## config.mk

```make
export PLATFORM = sky130hd
export DESIGN_NAME = indicator_privacy_adc_config
export DESIGN_NICKNAME = d
export VERILOG_FILES = /design/src/indicator_cfg_pkg.sv /design/src/indicator_privacy_adc_config.sv
export SDC_FILE = /design/constraint.sdc
export NUM_CORES = 1
export LEC_CHECK = 0
export BUFFER_PORTS_ARGS = -buffer_cell sky130_fd_sc_hd__buf_2
export CORE_MARGIN = 2
export CORE_UTILIZATION = 50
export CTS_CLUSTER_SIZE = 8
export DETAILED_ROUTE_END_ITERATION = 16
export MAX_ROUTING_LAYER = met4
export PLACE_DENSITY = 0.71
export SLEW_MARGIN = 20
export SYNTH_ARGS = -nofsm -noshare
export SYNTH_HDL_FRONTEND = slang
export SYNTH_SLANG_ARGS = --single-unit
```

## constraint.sdc

```tcl
create_clock -name clk -period 2.78 [get_ports clk]
set_clock_uncertainty 0.05 [all_clocks]
set_input_delay 0.695 -clock clk [delete_from_list [all_inputs] [get_ports clk]]
set_output_delay 0.695 -clock clk [all_outputs]
set_load 0.05 [all_outputs]
```

## src/indicator_cfg_pkg.sv

```systemverilog
package indicator_cfg_pkg;

  // ----------------------------------------------------------------
  // Register bus shape
  // ----------------------------------------------------------------
  localparam int ADDR_W = 8;
  localparam int DATA_W = 8;

  // ----------------------------------------------------------------
  // Register offsets
  // ----------------------------------------------------------------
  localparam logic [7:0] OFS_START_DELAY = 8'h00;  // conversion_start_delay
  localparam logic [7:0] OFS_SUPPLY      = 8'h01;  // supply_monitor_control
  localparam logic [7:0] OFS_PRIVACY     = 8'h02;  // privacy_indicator_control
  localparam logic [7:0] OFS_PWM         = 8'h03;  // privacy_pwm_period_select
  localparam logic [7:0] OFS_MESSAGE     = 8'h04;  // message_indicator_control
  localparam logic [7:0] OFS_STATUS      = 8'h05;  // conversion status

  // ----------------------------------------------------------------
  // Reset values and writable bits
  // ----------------------------------------------------------------
  localparam logic [7:0] RST_START_DELAY  = 8'h00;
  localparam logic [7:0] RST_SUPPLY       = 8'h00;
  localparam logic [7:0] RST_PRIVACY      = 8'h58;  // Blink 128 ms, first source, terminate
  localparam logic [7:0] RST_PWM          = 8'h00;
  localparam logic [7:0] RST_MESSAGE      = 8'h00;
  localparam logic [7:0] MASK_START_DELAY = 8'h3f;
  localparam logic [7:0] MASK_SUPPLY      = 8'h3f;
  localparam logic [7:0] MASK_PRIVACY     = 8'hff;
  localparam logic [7:0] MASK_PWM         = 8'h07;
  localparam logic [7:0] MASK_MESSAGE     = 8'hff;

  // ----------------------------------------------------------------
  // Field positions
  // ----------------------------------------------------------------
  localparam int NO_DELAY_BIT   = 5;
  localparam int PRIV_SRC1_BIT  = 4;
  localparam int PRIV_SRC2_BIT  = 5;
  localparam int PRIV_TERM_BIT  = 3;
  localparam int PRIV_BLINK_LSB = 6;
  localparam int STAT_DONE_BIT  = 0;
  localparam int STAT_WAIT_BIT  = 1;

  // ----------------------------------------------------------------
  // Timing
  // ----------------------------------------------------------------
  localparam int CLK_HZ            = 25_000_000;
  localparam int DELAY_STEP_US     = 250;
  localparam int DELAY_STEP_CYCLES = DELAY_STEP_US * (CLK_HZ / 1_000_000);
  localparam int TICK_US           = 32;
  localparam int TICK_CYCLES       = TICK_US * (CLK_HZ / 1_000_000);
  localparam int PWM_MIN_US        = 320;
  localparam int PWM_MIN_TICKS     = PWM_MIN_US / TICK_US;
  localparam int DUTY_STEPS        = 10;
  localparam int BLINK_BASE_MS     = 128;
  localparam int BLINK_BASE_TICKS  = BLINK_BASE_MS * 1000 / TICK_US;

  // ----------------------------------------------------------------
  // Carriers
  // ----------------------------------------------------------------
  typedef struct packed {
    logic [1:0] flash_thr;  // 00=2.9 V ... 11=3.2 V
    logic       flash_en;
    logic [1:0] thr;
    logic       en;
  } supply_cfg_t;

  typedef struct packed {
    logic [1:0] ramp_time;        // 78/156/312/624 ms
    logic [2:0] pulse_count;
    logic [2:0] indicator_level;  // 2.25 mA steps
  } msg_cfg_t;

  typedef enum logic [1:0] {
    CS_IDLE  = 2'b00,
    CS_WAIT  = 2'b01,
    CS_START = 2'b10
  } conv_state_t;

  typedef enum logic [1:0] {
    PS_OFF   = 2'b00,
    PS_ON    = 2'b01,
    PS_FLASH = 2'b10,
    PS_HELD  = 2'b11
  } priv_state_t;

endpackage

```

## src/indicator_privacy_adc_config.sv

```systemverilog
`timescale 1ns/1ps
module indicator_privacy_adc_config
  import indicator_cfg_pkg::*;
#(
  parameter int STEP_CYCLES = DELAY_STEP_CYCLES,  // Cycles per 250 us delay step
  parameter int TICK_CNT    = TICK_CYCLES          // Cycles per 32 us timebase tick
) (
  // Clock and reset
  input  wire logic              clk,
  input  wire logic              rst_b,
  // Register port
  input  wire logic [ADDR_W-1:0] addr,
  input  wire logic [DATA_W-1:0] wr_data,
  input  wire logic              wr_en,
  input  wire logic              rd_en,
  output logic      [DATA_W-1:0] rd_data,
  // Converter handshake
  input  wire logic              conv_complete,
  output logic                   conv_start,
  // Flash and privacy requests
  input  wire logic              privacy_req,
  input  wire logic              flash_active,
  output logic                   first_current_source,
  output logic                   second_current_source,
  output logic      [2:0]        privacy_duty_code,
  // Monitor and indicator configuration
  output supply_cfg_t            supply_cfg,
  output msg_cfg_t               msg_cfg
);

  // ----------------------------------------------------------------
  // Elaboration checks
  // ----------------------------------------------------------------
  // Refused while elaborating: the counters below are sized for these ranges
  if (STEP_CYCLES < 1 || STEP_CYCLES >= 2**18) begin : g_bad_step
    $error("STEP_CYCLES out of range");
  end
  if (TICK_CNT < 1 || TICK_CNT >= 2**16) begin : g_bad_tick
    $error("TICK_CNT out of range");
  end

  // ----------------------------------------------------------------
  // Helpers
  // ----------------------------------------------------------------
  // Address match, used by both write and read decode
  function automatic logic hit(input logic [ADDR_W-1:0] a, input logic [7:0] ofs);
    hit = (a == ofs);
  endfunction

  // Period shift: period in ticks is PWM_MIN_TICKS shifted left by this
  function automatic logic [2:0] pwm_shift(input logic [2:0] code);
    pwm_shift = code[2] ? 3'h0 : (3'h4 - {1'b0, code[1:0]});
  endfunction

  // ----------------------------------------------------------------
  // Registers
  // ----------------------------------------------------------------
  logic [7:0]  start_delay_ff;   // conversion_start_delay
  logic [7:0]  supply_ff;        // supply_monitor_control
  logic [7:0]  privacy_ff;       // privacy_indicator_control
  logic [7:0]  pwm_period_ff;    // privacy_pwm_period_select
  logic [7:0]  message_ff;       // message_indicator_control
  logic        conv_done_ff;     // Conversion-done flag
  conv_state_t conv_state_ff;    // Delay sequencer, also read back as status
  logic [7:0]  rd_data_ff;       // Read data, one cycle after strobe
  logic [7:0]  nxt_rd_data;      // Read mux

  // Software writes, unused bits masked away
  always_ff @(posedge clk) begin
    if (!rst_b) begin
      start_delay_ff <= RST_START_DELAY;
      supply_ff      <= RST_SUPPLY;
      privacy_ff     <= RST_PRIVACY;
      pwm_period_ff  <= RST_PWM;
      message_ff     <= RST_MESSAGE;
    end else if (wr_en) begin
      if (hit(addr, OFS_START_DELAY)) begin
        start_delay_ff <= wr_data & MASK_START_DELAY;
      end
      if (hit(addr, OFS_SUPPLY)) begin
        supply_ff <= wr_data & MASK_SUPPLY;
      end
      if (hit(addr, OFS_PRIVACY)) begin
        privacy_ff <= wr_data & MASK_PRIVACY;
      end
      if (hit(addr, OFS_PWM)) begin
        pwm_period_ff <= wr_data & MASK_PWM;
      end
      if (hit(addr, OFS_MESSAGE)) begin
        message_ff <= wr_data & MASK_MESSAGE;
      end
    end
  end

  // Read mux; unmapped offsets answer zero
  always_comb begin
    nxt_rd_data = 8'h00;
    if (hit(addr, OFS_START_DELAY)) begin
      nxt_rd_data = start_delay_ff;
    end else if (hit(addr, OFS_SUPPLY)) begin
      nxt_rd_data = supply_ff;
    end else if (hit(addr, OFS_PRIVACY)) begin
      nxt_rd_data = privacy_ff;
    end else if (hit(addr, OFS_PWM)) begin
      nxt_rd_data = pwm_period_ff;
    end else if (hit(addr, OFS_MESSAGE)) begin
      nxt_rd_data = message_ff;
    end else if (hit(addr, OFS_STATUS)) begin
      nxt_rd_data[STAT_DONE_BIT] = conv_done_ff;
      nxt_rd_data[STAT_WAIT_BIT] = (conv_state_ff == CS_WAIT);
    end
  end

  // Read data stands only in the cycle after the strobe
  always_ff @(posedge clk) begin
    if (!rst_b) begin
      rd_data_ff <= 8'h00;
    end else if (rd_en) begin
      rd_data_ff <= nxt_rd_data;
    end else begin
      rd_data_ff <= 8'h00;
    end
  end

  // ----------------------------------------------------------------
  // Conversion-done flag and start delay
  // ----------------------------------------------------------------
  logic [17:0] step_cyc_ff;     // Cycles within one 250 us step
  logic [4:0]  steps_left_ff;   // Whole steps still to wait
  logic        conv_start_ff;   // One-cycle start pulse
  logic        done_clear;      // Software clears the flag

  assign done_clear = wr_en && hit(addr, OFS_STATUS) && wr_data[STAT_DONE_BIT];

  // Completion sets, software clears; a completion in the clear cycle wins
  always_ff @(posedge clk) begin
    if (!rst_b) begin
      conv_done_ff <= 1'b0;
    end else if (conv_complete) begin
      conv_done_ff <= 1'b1;
    end else if (done_clear) begin
      conv_done_ff <= 1'b0;
    end
  end

  // The delay runs from the flag's falling edge; the mode of the converter
  // is not looked at, so manual and automatic runs share one timing
  always_ff @(posedge clk) begin
    if (!rst_b) begin
      conv_state_ff <= CS_IDLE;
      step_cyc_ff   <= 18'h00000;
      steps_left_ff <= 5'h00;
      conv_start_ff <= 1'b0;
    end else begin
      conv_start_ff <= 1'b0;
      case (conv_state_ff)
        CS_IDLE: begin
          if (conv_done_ff && done_clear && !conv_complete) begin
            step_cyc_ff   <= 18'h00000;
            steps_left_ff <= start_delay_ff[4:0];
            if (start_delay_ff[NO_DELAY_BIT]) begin
              conv_state_ff <= CS_START;
            end else begin
              conv_state_ff <= CS_WAIT;
            end
          end
        end
        CS_WAIT: begin
          // A fresh completion aborts a wait that is no longer needed
          if (conv_complete) begin
            conv_state_ff <= CS_IDLE;
          end else if (step_cyc_ff == 18'(STEP_CYCLES - 1)) begin
            step_cyc_ff <= 18'h00000;
            if (steps_left_ff == 5'h00) begin
              conv_state_ff <= CS_START;
            end else begin
              steps_left_ff <= steps_left_ff - 5'h01;
            end
          end else begin
            step_cyc_ff <= step_cyc_ff + 18'h00001;
          end
        end
        CS_START: begin
          conv_start_ff <= 1'b1;
          conv_state_ff <= CS_IDLE;
        end
        default: begin
          conv_state_ff <= CS_IDLE;
        end
      endcase
    end
  end

  // ----------------------------------------------------------------
  // Timebase: one-cycle tick every 32 us
  // ----------------------------------------------------------------
  logic [15:0] tick_cnt_ff;  // Prescaler
  logic        tick_ff;      // Tick enable

  always_ff @(posedge clk) begin
    if (!rst_b) begin
      tick_cnt_ff <= 16'h0000;
      tick_ff     <= 1'b0;
    end else if (tick_cnt_ff == 16'(TICK_CNT - 1)) begin
      tick_cnt_ff <= 16'h0000;
      tick_ff     <= 1'b1;
    end else begin
      tick_cnt_ff <= tick_cnt_ff + 16'h0001;
      tick_ff     <= 1'b0;
    end
  end

  // ----------------------------------------------------------------
  // Privacy sequencing around the flash pulse
  // ----------------------------------------------------------------
  priv_state_t priv_state_ff;  // Privacy indicator state

  // Flash pre-empts privacy; afterwards the terminate bit decides
  always_ff @(posedge clk) begin
    if (!rst_b) begin
      priv_state_ff <= PS_OFF;
    end else begin
      case (priv_state_ff)
        PS_OFF: begin
          if (privacy_req) begin
            priv_state_ff <= flash_active ? PS_FLASH : PS_ON;
          end
        end
        PS_ON: begin
          if (!privacy_req) begin
            priv_state_ff <= PS_OFF;
          end else if (flash_active) begin
            priv_state_ff <= PS_FLASH;
          end
        end
        PS_FLASH: begin
          if (!privacy_req) begin
            priv_state_ff <= PS_OFF;
          end else if (!flash_active) begin
            priv_state_ff <= privacy_ff[PRIV_TERM_BIT] ? PS_HELD : PS_ON;
          end
        end
        PS_HELD: begin
          // Stays dark until the request is dropped and raised again
          if (!privacy_req) begin
            priv_state_ff <= PS_OFF;
          end
        end
        default: begin
          priv_state_ff <= PS_OFF;
        end
      endcase
    end
  end

  // ----------------------------------------------------------------
  // Privacy PWM and blink
  // ----------------------------------------------------------------
  logic [7:0]  pwm_cnt_ff;     // Ticks within the PWM period
  logic [15:0] blink_cnt_ff;   // Ticks within the blink period
  logic [7:0]  period_ticks;   // Current PWM period in ticks
  logic [7:0]  on_ticks;       // Ticks the source is on per period
  logic [15:0] blink_ticks;    // Current blink period in ticks
  logic        blink_on;       // High in first half of blink period
  logic        pwm_on;         // High in duty part of PWM period
  logic        src1_ff;        // First source drive
  logic        src2_ff;        // Second source drive

  // Period shrinks by halves from 160 ticks to 10 ticks
  assign period_ticks = 8'(PWM_MIN_TICKS) << pwm_shift(pwm_period_ff[2:0]);
  // Each tenth of a period is one shifted tick
  assign on_ticks = ({5'h00, privacy_ff[2:0]} + 8'h01)
                    << pwm_shift(pwm_period_ff[2:0]);
  assign pwm_on = (pwm_cnt_ff < on_ticks);
  // Blink period doubles per code above one; the source is lit for half
  assign blink_ticks = 16'(BLINK_BASE_TICKS) << (privacy_ff[7:6] - 2'h1);
  assign blink_on = (privacy_ff[7:6] == 2'h0) ||
                    (blink_cnt_ff < (blink_ticks >> 1));

  // Period counters, held at zero outside PS_ON; a code change takes effect at once
  always_ff @(posedge clk) begin
    if (!rst_b) begin
      pwm_cnt_ff   <= 8'h00;
      blink_cnt_ff <= 16'h0000;
    end else if (priv_state_ff != PS_ON) begin
      pwm_cnt_ff   <= 8'h00;
      blink_cnt_ff <= 16'h0000;
    end else if (tick_ff) begin
      if (pwm_cnt_ff >= period_ticks - 8'h01) begin
        pwm_cnt_ff <= 8'h00;
      end else begin
        pwm_cnt_ff <= pwm_cnt_ff + 8'h01;
      end
      if (blink_cnt_ff >= blink_ticks - 16'h0001) begin
        blink_cnt_ff <= 16'h0000;
      end else begin
        blink_cnt_ff <= blink_cnt_ff + 16'h0001;
      end
    end
  end

  // Source drives; PWM resolution is one 32 us tick
  always_ff @(posedge clk) begin
    if (!rst_b) begin
      src1_ff <= 1'b0;
      src2_ff <= 1'b0;
    end else begin
      src1_ff <= (priv_state_ff == PS_ON) && pwm_on && blink_on &&
                 privacy_ff[PRIV_SRC1_BIT];
      src2_ff <= (priv_state_ff == PS_ON) && pwm_on && blink_on &&
                 privacy_ff[PRIV_SRC2_BIT];
    end
  end

  // ----------------------------------------------------------------
  // Outputs
  // ----------------------------------------------------------------
  assign rd_data               = rd_data_ff;
  assign conv_start            = conv_start_ff;
  assign first_current_source  = src1_ff;
  assign second_current_source = src2_ff;
  assign privacy_duty_code     = privacy_ff[2:0];
  assign supply_cfg            = supply_ff[5:0];
  assign msg_cfg               = message_ff;

endmodule

```

==> results.txt <==
----------------------------------------------------
[Timing]
  Max transition margin ... about 37%
  Least-Margin Pin Slew ... between 0.9 and 1 ns
  Final Critical Period ... between 2 and 3 ns
  Total setup violations reported at the end of the flow ... 0
  Final hold slack ... between 0.4 and 0.5 ns
  Count of final hold-check violations ... 0
  Maximum clock frequency ... about 380 MHz
  Fraction of the cycle the final worst path needs ... a little over nine tenths
  Final number of max-transition violations ... 0

[Power and ir drop]
  Peak supply drop ... roughly 450 uV
  Static leakage ... between 2 and 3 nW
  Power density over the cells ... about 430 nW/um^2

[Finish]
  Inserted Diodes ... 0
  Leading cell type in the layout, fill and taps excluded ... sky130_fd_sc_hd__dfxtp_1
  Ratio of cells with drive above 1 in the final layout ... a little over an eighth
  Syn-to-layout area delta ... 12.8%
  Non-filler instance count after layout ... a little under 1000
  NumNets Final ... ~880
  Most frequent cells in the layout ... 111 x sky130_fd_sc_hd__dfxtp_1, 102 x sky130_fd_sc_hd__nor2_1, 64 x sky130_fd_sc_hd__nand2_1, 50 x sky130_fd_sc_hd__buf_2, 46 x sky130_fd_sc_hd__ha_1

[Drt]
  Metal1 wirelength ... 7240 um
  Iteration count of the initial detailed-routing pass ... 5
  Highest metal layer with signal wires ... met4
  DRC marker count from the first detailed-route iteration ... approximately 430
  Number of nets with antenna violations after detailed routing ... 0
  Met2 wire length ... a little under 7000 um
  Wirelength per Cell ... ~15 um
  DRC ... 0
  Detail Route met3 WL ... 745 um
  Via count ... about 5700
  Ratio of routed vias to standard cells ... between 5 and 6
  Detailed Route WL ... approximately 15000 um

[Die]
  Starting utilization of the core area ... about half
  Total number of placement rows ... 40
  Ports ... approximately 50
  Die boundary height ... ~120 um
  Die area ... between 10000 and 15000 um^2
  CORE AREA ... 12200 um^2
  Die X-Extent ... 116 um

[Synthesis]
  Number of warnings printed during yosys synthesis ... 0
  Synthesized flop and latch total ... between 100 and 150
  Share of synthesized area occupied by flip-flops and latches ... between 30% and 40%
  Synth Net Count ... around 830
  Number of standard cells after synthesis ... around 760
  Post-synthesis area per instance ... ~8.3 um^2
  Post-synth cell types ... 67
  Most instantiated flip-flop cell in the synthesis netlist ... sky130_fd_sc_hd__dfxtp_1
  Post-synthesis async set-or-reset flop share ... 0%
  Number of flops mapped to enable cells by yosys ... 0
  Post-synthesis cell area ... around 6300 um^2

[Global route]
  Vias in the first global route ... approximately 5400
  Global-route total usage across every layer ... roughly a quarter
  First-pass GRT wire length ... around 26000 um
  GRT overflow ... 0
  Antenna violations before repair ... 0
  Maximum number of pins on one net before global-route repair ... 33

[Clock network]
  Root Driver ... sky130_fd_sc_hd__clkbuf_16
  Worst-skew pair later-pin latency ... approximately 0.36 ns
  Clock Sink Count ... around 110
  Setup Buffers After CTS ... 0
  Number of buffers inserted during clock tree synthesis ... 9
  Deepest clock path buffer count ... 2
  H-tree depth ... 3
  Worst-path clk slew ... ~0.07 ns
  CTS tree ... yes
  Cts-stage hold buffer count ... 0

[Critical path]
  Largest fanout on the critical path ... 13
  Data arrival, critical path ... 2.84 ns
  Setup slack on the worst flop-to-flop path ... around 0.18 ns
  Worst reg-to-reg path cell count ... 10
  Critical path class ... flip-flop to flip-flop
  Element type at the critical path end ... flip-flop
  R2R Path End ... blink_cnt_ff[4]$_SDFFE_PP0P_
  Endpoint required time on the critical path ... about 3.0 ns
  Start of the worst register-to-register path ... privacy_ff[7]$_SDFFE_PN0P_
  Critical path launch point type ... flip-flop

[Place]
  Post-placement cell count ... about 960
  Final weighted congestion in routability-driven placement ... between 0.9 and 1
  HPWL Detailed ... around 11000 um
  Number of port buffers ... 50

[Hold path]
  Hold Crit Start ... tick_cnt_ff[0]$_SDFF_PP0_
  Worst hold path endpoint ... tick_cnt_ff[0]$_SDFF_PP0_
  Class of the tightest hold or removal check ... flip-flop to flip-flop
  Instance count along the most critical hold path ... 1

[Run]
  Number of max-capacitance violations reported ... 0

[Outcome]
  Status ... finished clean

----------------------------------------------------
-- per-stage QoR --
stage | util, % | worst slack (ns) | total power, mW | TNS (ns) | cell area, um^2
floorplan | - | 0.0619 | 1.71 | 0 | 6300
global placement | 55.7 | 0.148 | 1.76 | 0 | 6780
detailed placement | 55.7 | 0.101 | 1.77 | 0 | 6780
CTS | 58.2 | 0.0793 | 3.08 | 0 | 7080
global route | 58.4 | -0.0125 | 3.15 | -0.0125 | 7100
finish | 58.4 | 0.176 | 3.05 | 0 | 7100
-- layer usage --
metal / global-route usage, % / vias up
met5: - / -
met4: 5.79 / 0
met3: 5.09 / 17
met2: 38.4 / 158
met1: 32.8 / 2694
li1: - / 2802
-- layout make-up --
cell class,count,area [um^2]
timing repair buffer,74,430
tap,168,210
inverter,29,109
fill,1100,5060
sequential,111,2220
multi-input combinational,580,3830
clock buffer,11,233
clock inverter,5,66.3
-- cell usage after synthesis (9+ instances only) --
cell / n / share of area, %
sky130_fd_sc_hd__o21ai_0: 27 / 2.1
sky130_fd_sc_hd__nand2_1: 64 / 3.8
sky130_fd_sc_hd__clkbuf_1: 28 / 1.7
sky130_fd_sc_hd__nor2_1: 104 / 6.2
sky130_fd_sc_hd__nand4_1: 20 / 2.0
sky130_fd_sc_hd__and3_1: 10 / 0.99
sky130_fd_sc_hd__xor2_1: 20 / 2.8
sky130_fd_sc_hd__dfxtp_1: 111 / 35
sky130_fd_sc_hd__a21oi_1: 37 / 2.9
sky130_fd_sc_hd__nand3_1: 31 / 2.5
sky130_fd_sc_hd__xnor2_1: 16 / 2.2
sky130_fd_sc_hd__nand2b_1: 9 / 0.89
sky130_fd_sc_hd__nor2b_1: 11 / 1.1
sky130_fd_sc_hd__nor3_1: 26 / 2.1
sky130_fd_sc_hd__inv_1: 29 / 1.7
sky130_fd_sc_hd__ha_1: 47 / 9.3
sky130_fd_sc_hd__mux2i_1: 35 / 5.6
-- worst max path at each step --
| stage | start | depth (start not counted) | end | slack [ns] |
|---|---|---|---|---|
| 3_3_place_gp | addr[4] | 5 | step_cyc_ff[3]$_SDFFE_PN0P_ | 0.15 |
| 3_5_place_dp | addr[4] | 5 | step_cyc_ff[14]$_SDFFE_PN0P_ | 0.10 |
| 5_1_grt | pwm_period_ff[0]$_SDFFE_PN0P_ | 12 | first_current_source$_SDFF_PN0_ | -0.01 |
| 6_report | privacy_ff[7]$_SDFFE_PN0P_ | 10 | blink_cnt_ff[4]$_SDFFE_PP0P_ | 0.18 |
| 2_1_floorplan | pwm_period_ff[0]$_SDFFE_PN0P_ | 14 | first_current_source$_SDFF_PN0_ | 0.06 |
| 4_1_cts | pwm_period_ff[1]$_SDFFE_PN0P_ | 12 | first_current_source$_SDFF_PN0_ | 0.08 |
-- cells by family (layout without fill, tap and decap cells) --
family,Yosys count,in the layout,share of synthesized area (%)
multiplexers,35,35,5.56
adder cells (fa/ha/maj),47,47,9.34
other,1,1,0.0596
XOR/XNOR,36,36,5.01
AO/OA/AOI/OAI,142,142,15.2
buffers and inverters,64,119,4.25
AND/OR/NAND/NOR,319,319,25.3
flip-flops,111,111,35.3
-- power by group --
part,internal (mW),switching (mW)
combinational,0.0444,0.0843
sequential,1.60,0.00596
clock,0.713,0.604
-- sequential cells by signal, indices dropped and copies added, names as in the netlist, 2 cells and up --
signal / flops
pwm_period_ff: 3
blink_cnt_ff: 16
supply_ff: 6
start_delay_ff: 6
conv_state_ff: 2
privacy_ff: 8
rd_data: 8
msg_cfg: 8
step_cyc_ff: 18
pwm_cnt_ff: 8
priv_state_ff: 2
steps_left_ff: 5
tick_cnt_ff: 16
-- critical path: stages (launching register included) --
cell	delay (ns)
sky130_fd_sc_hd__dfxtp_1	0.41
sky130_fd_sc_hd__inv_1	0.12
sky130_fd_sc_hd__ha_1	0.42
sky130_fd_sc_hd__inv_1	0.07
sky130_fd_sc_hd__ha_1	0.30
sky130_fd_sc_hd__a21o_1	0.17
sky130_fd_sc_hd__a2111o_1	0.39
sky130_fd_sc_hd__a41oi_1	0.19
sky130_fd_sc_hd__o21ai_0	0.12
sky130_fd_sc_hd__buf_4	0.19
sky130_fd_sc_hd__nor2_1	0.11
-- repair_timing --
action | CTS | global route
gates resized for setup | 0 | 6
endpoints found under the setup margin | 0 | 10
hold endpoints to repair | 0 | 0
Note: power is estimated with default switching activity, not from simulation.
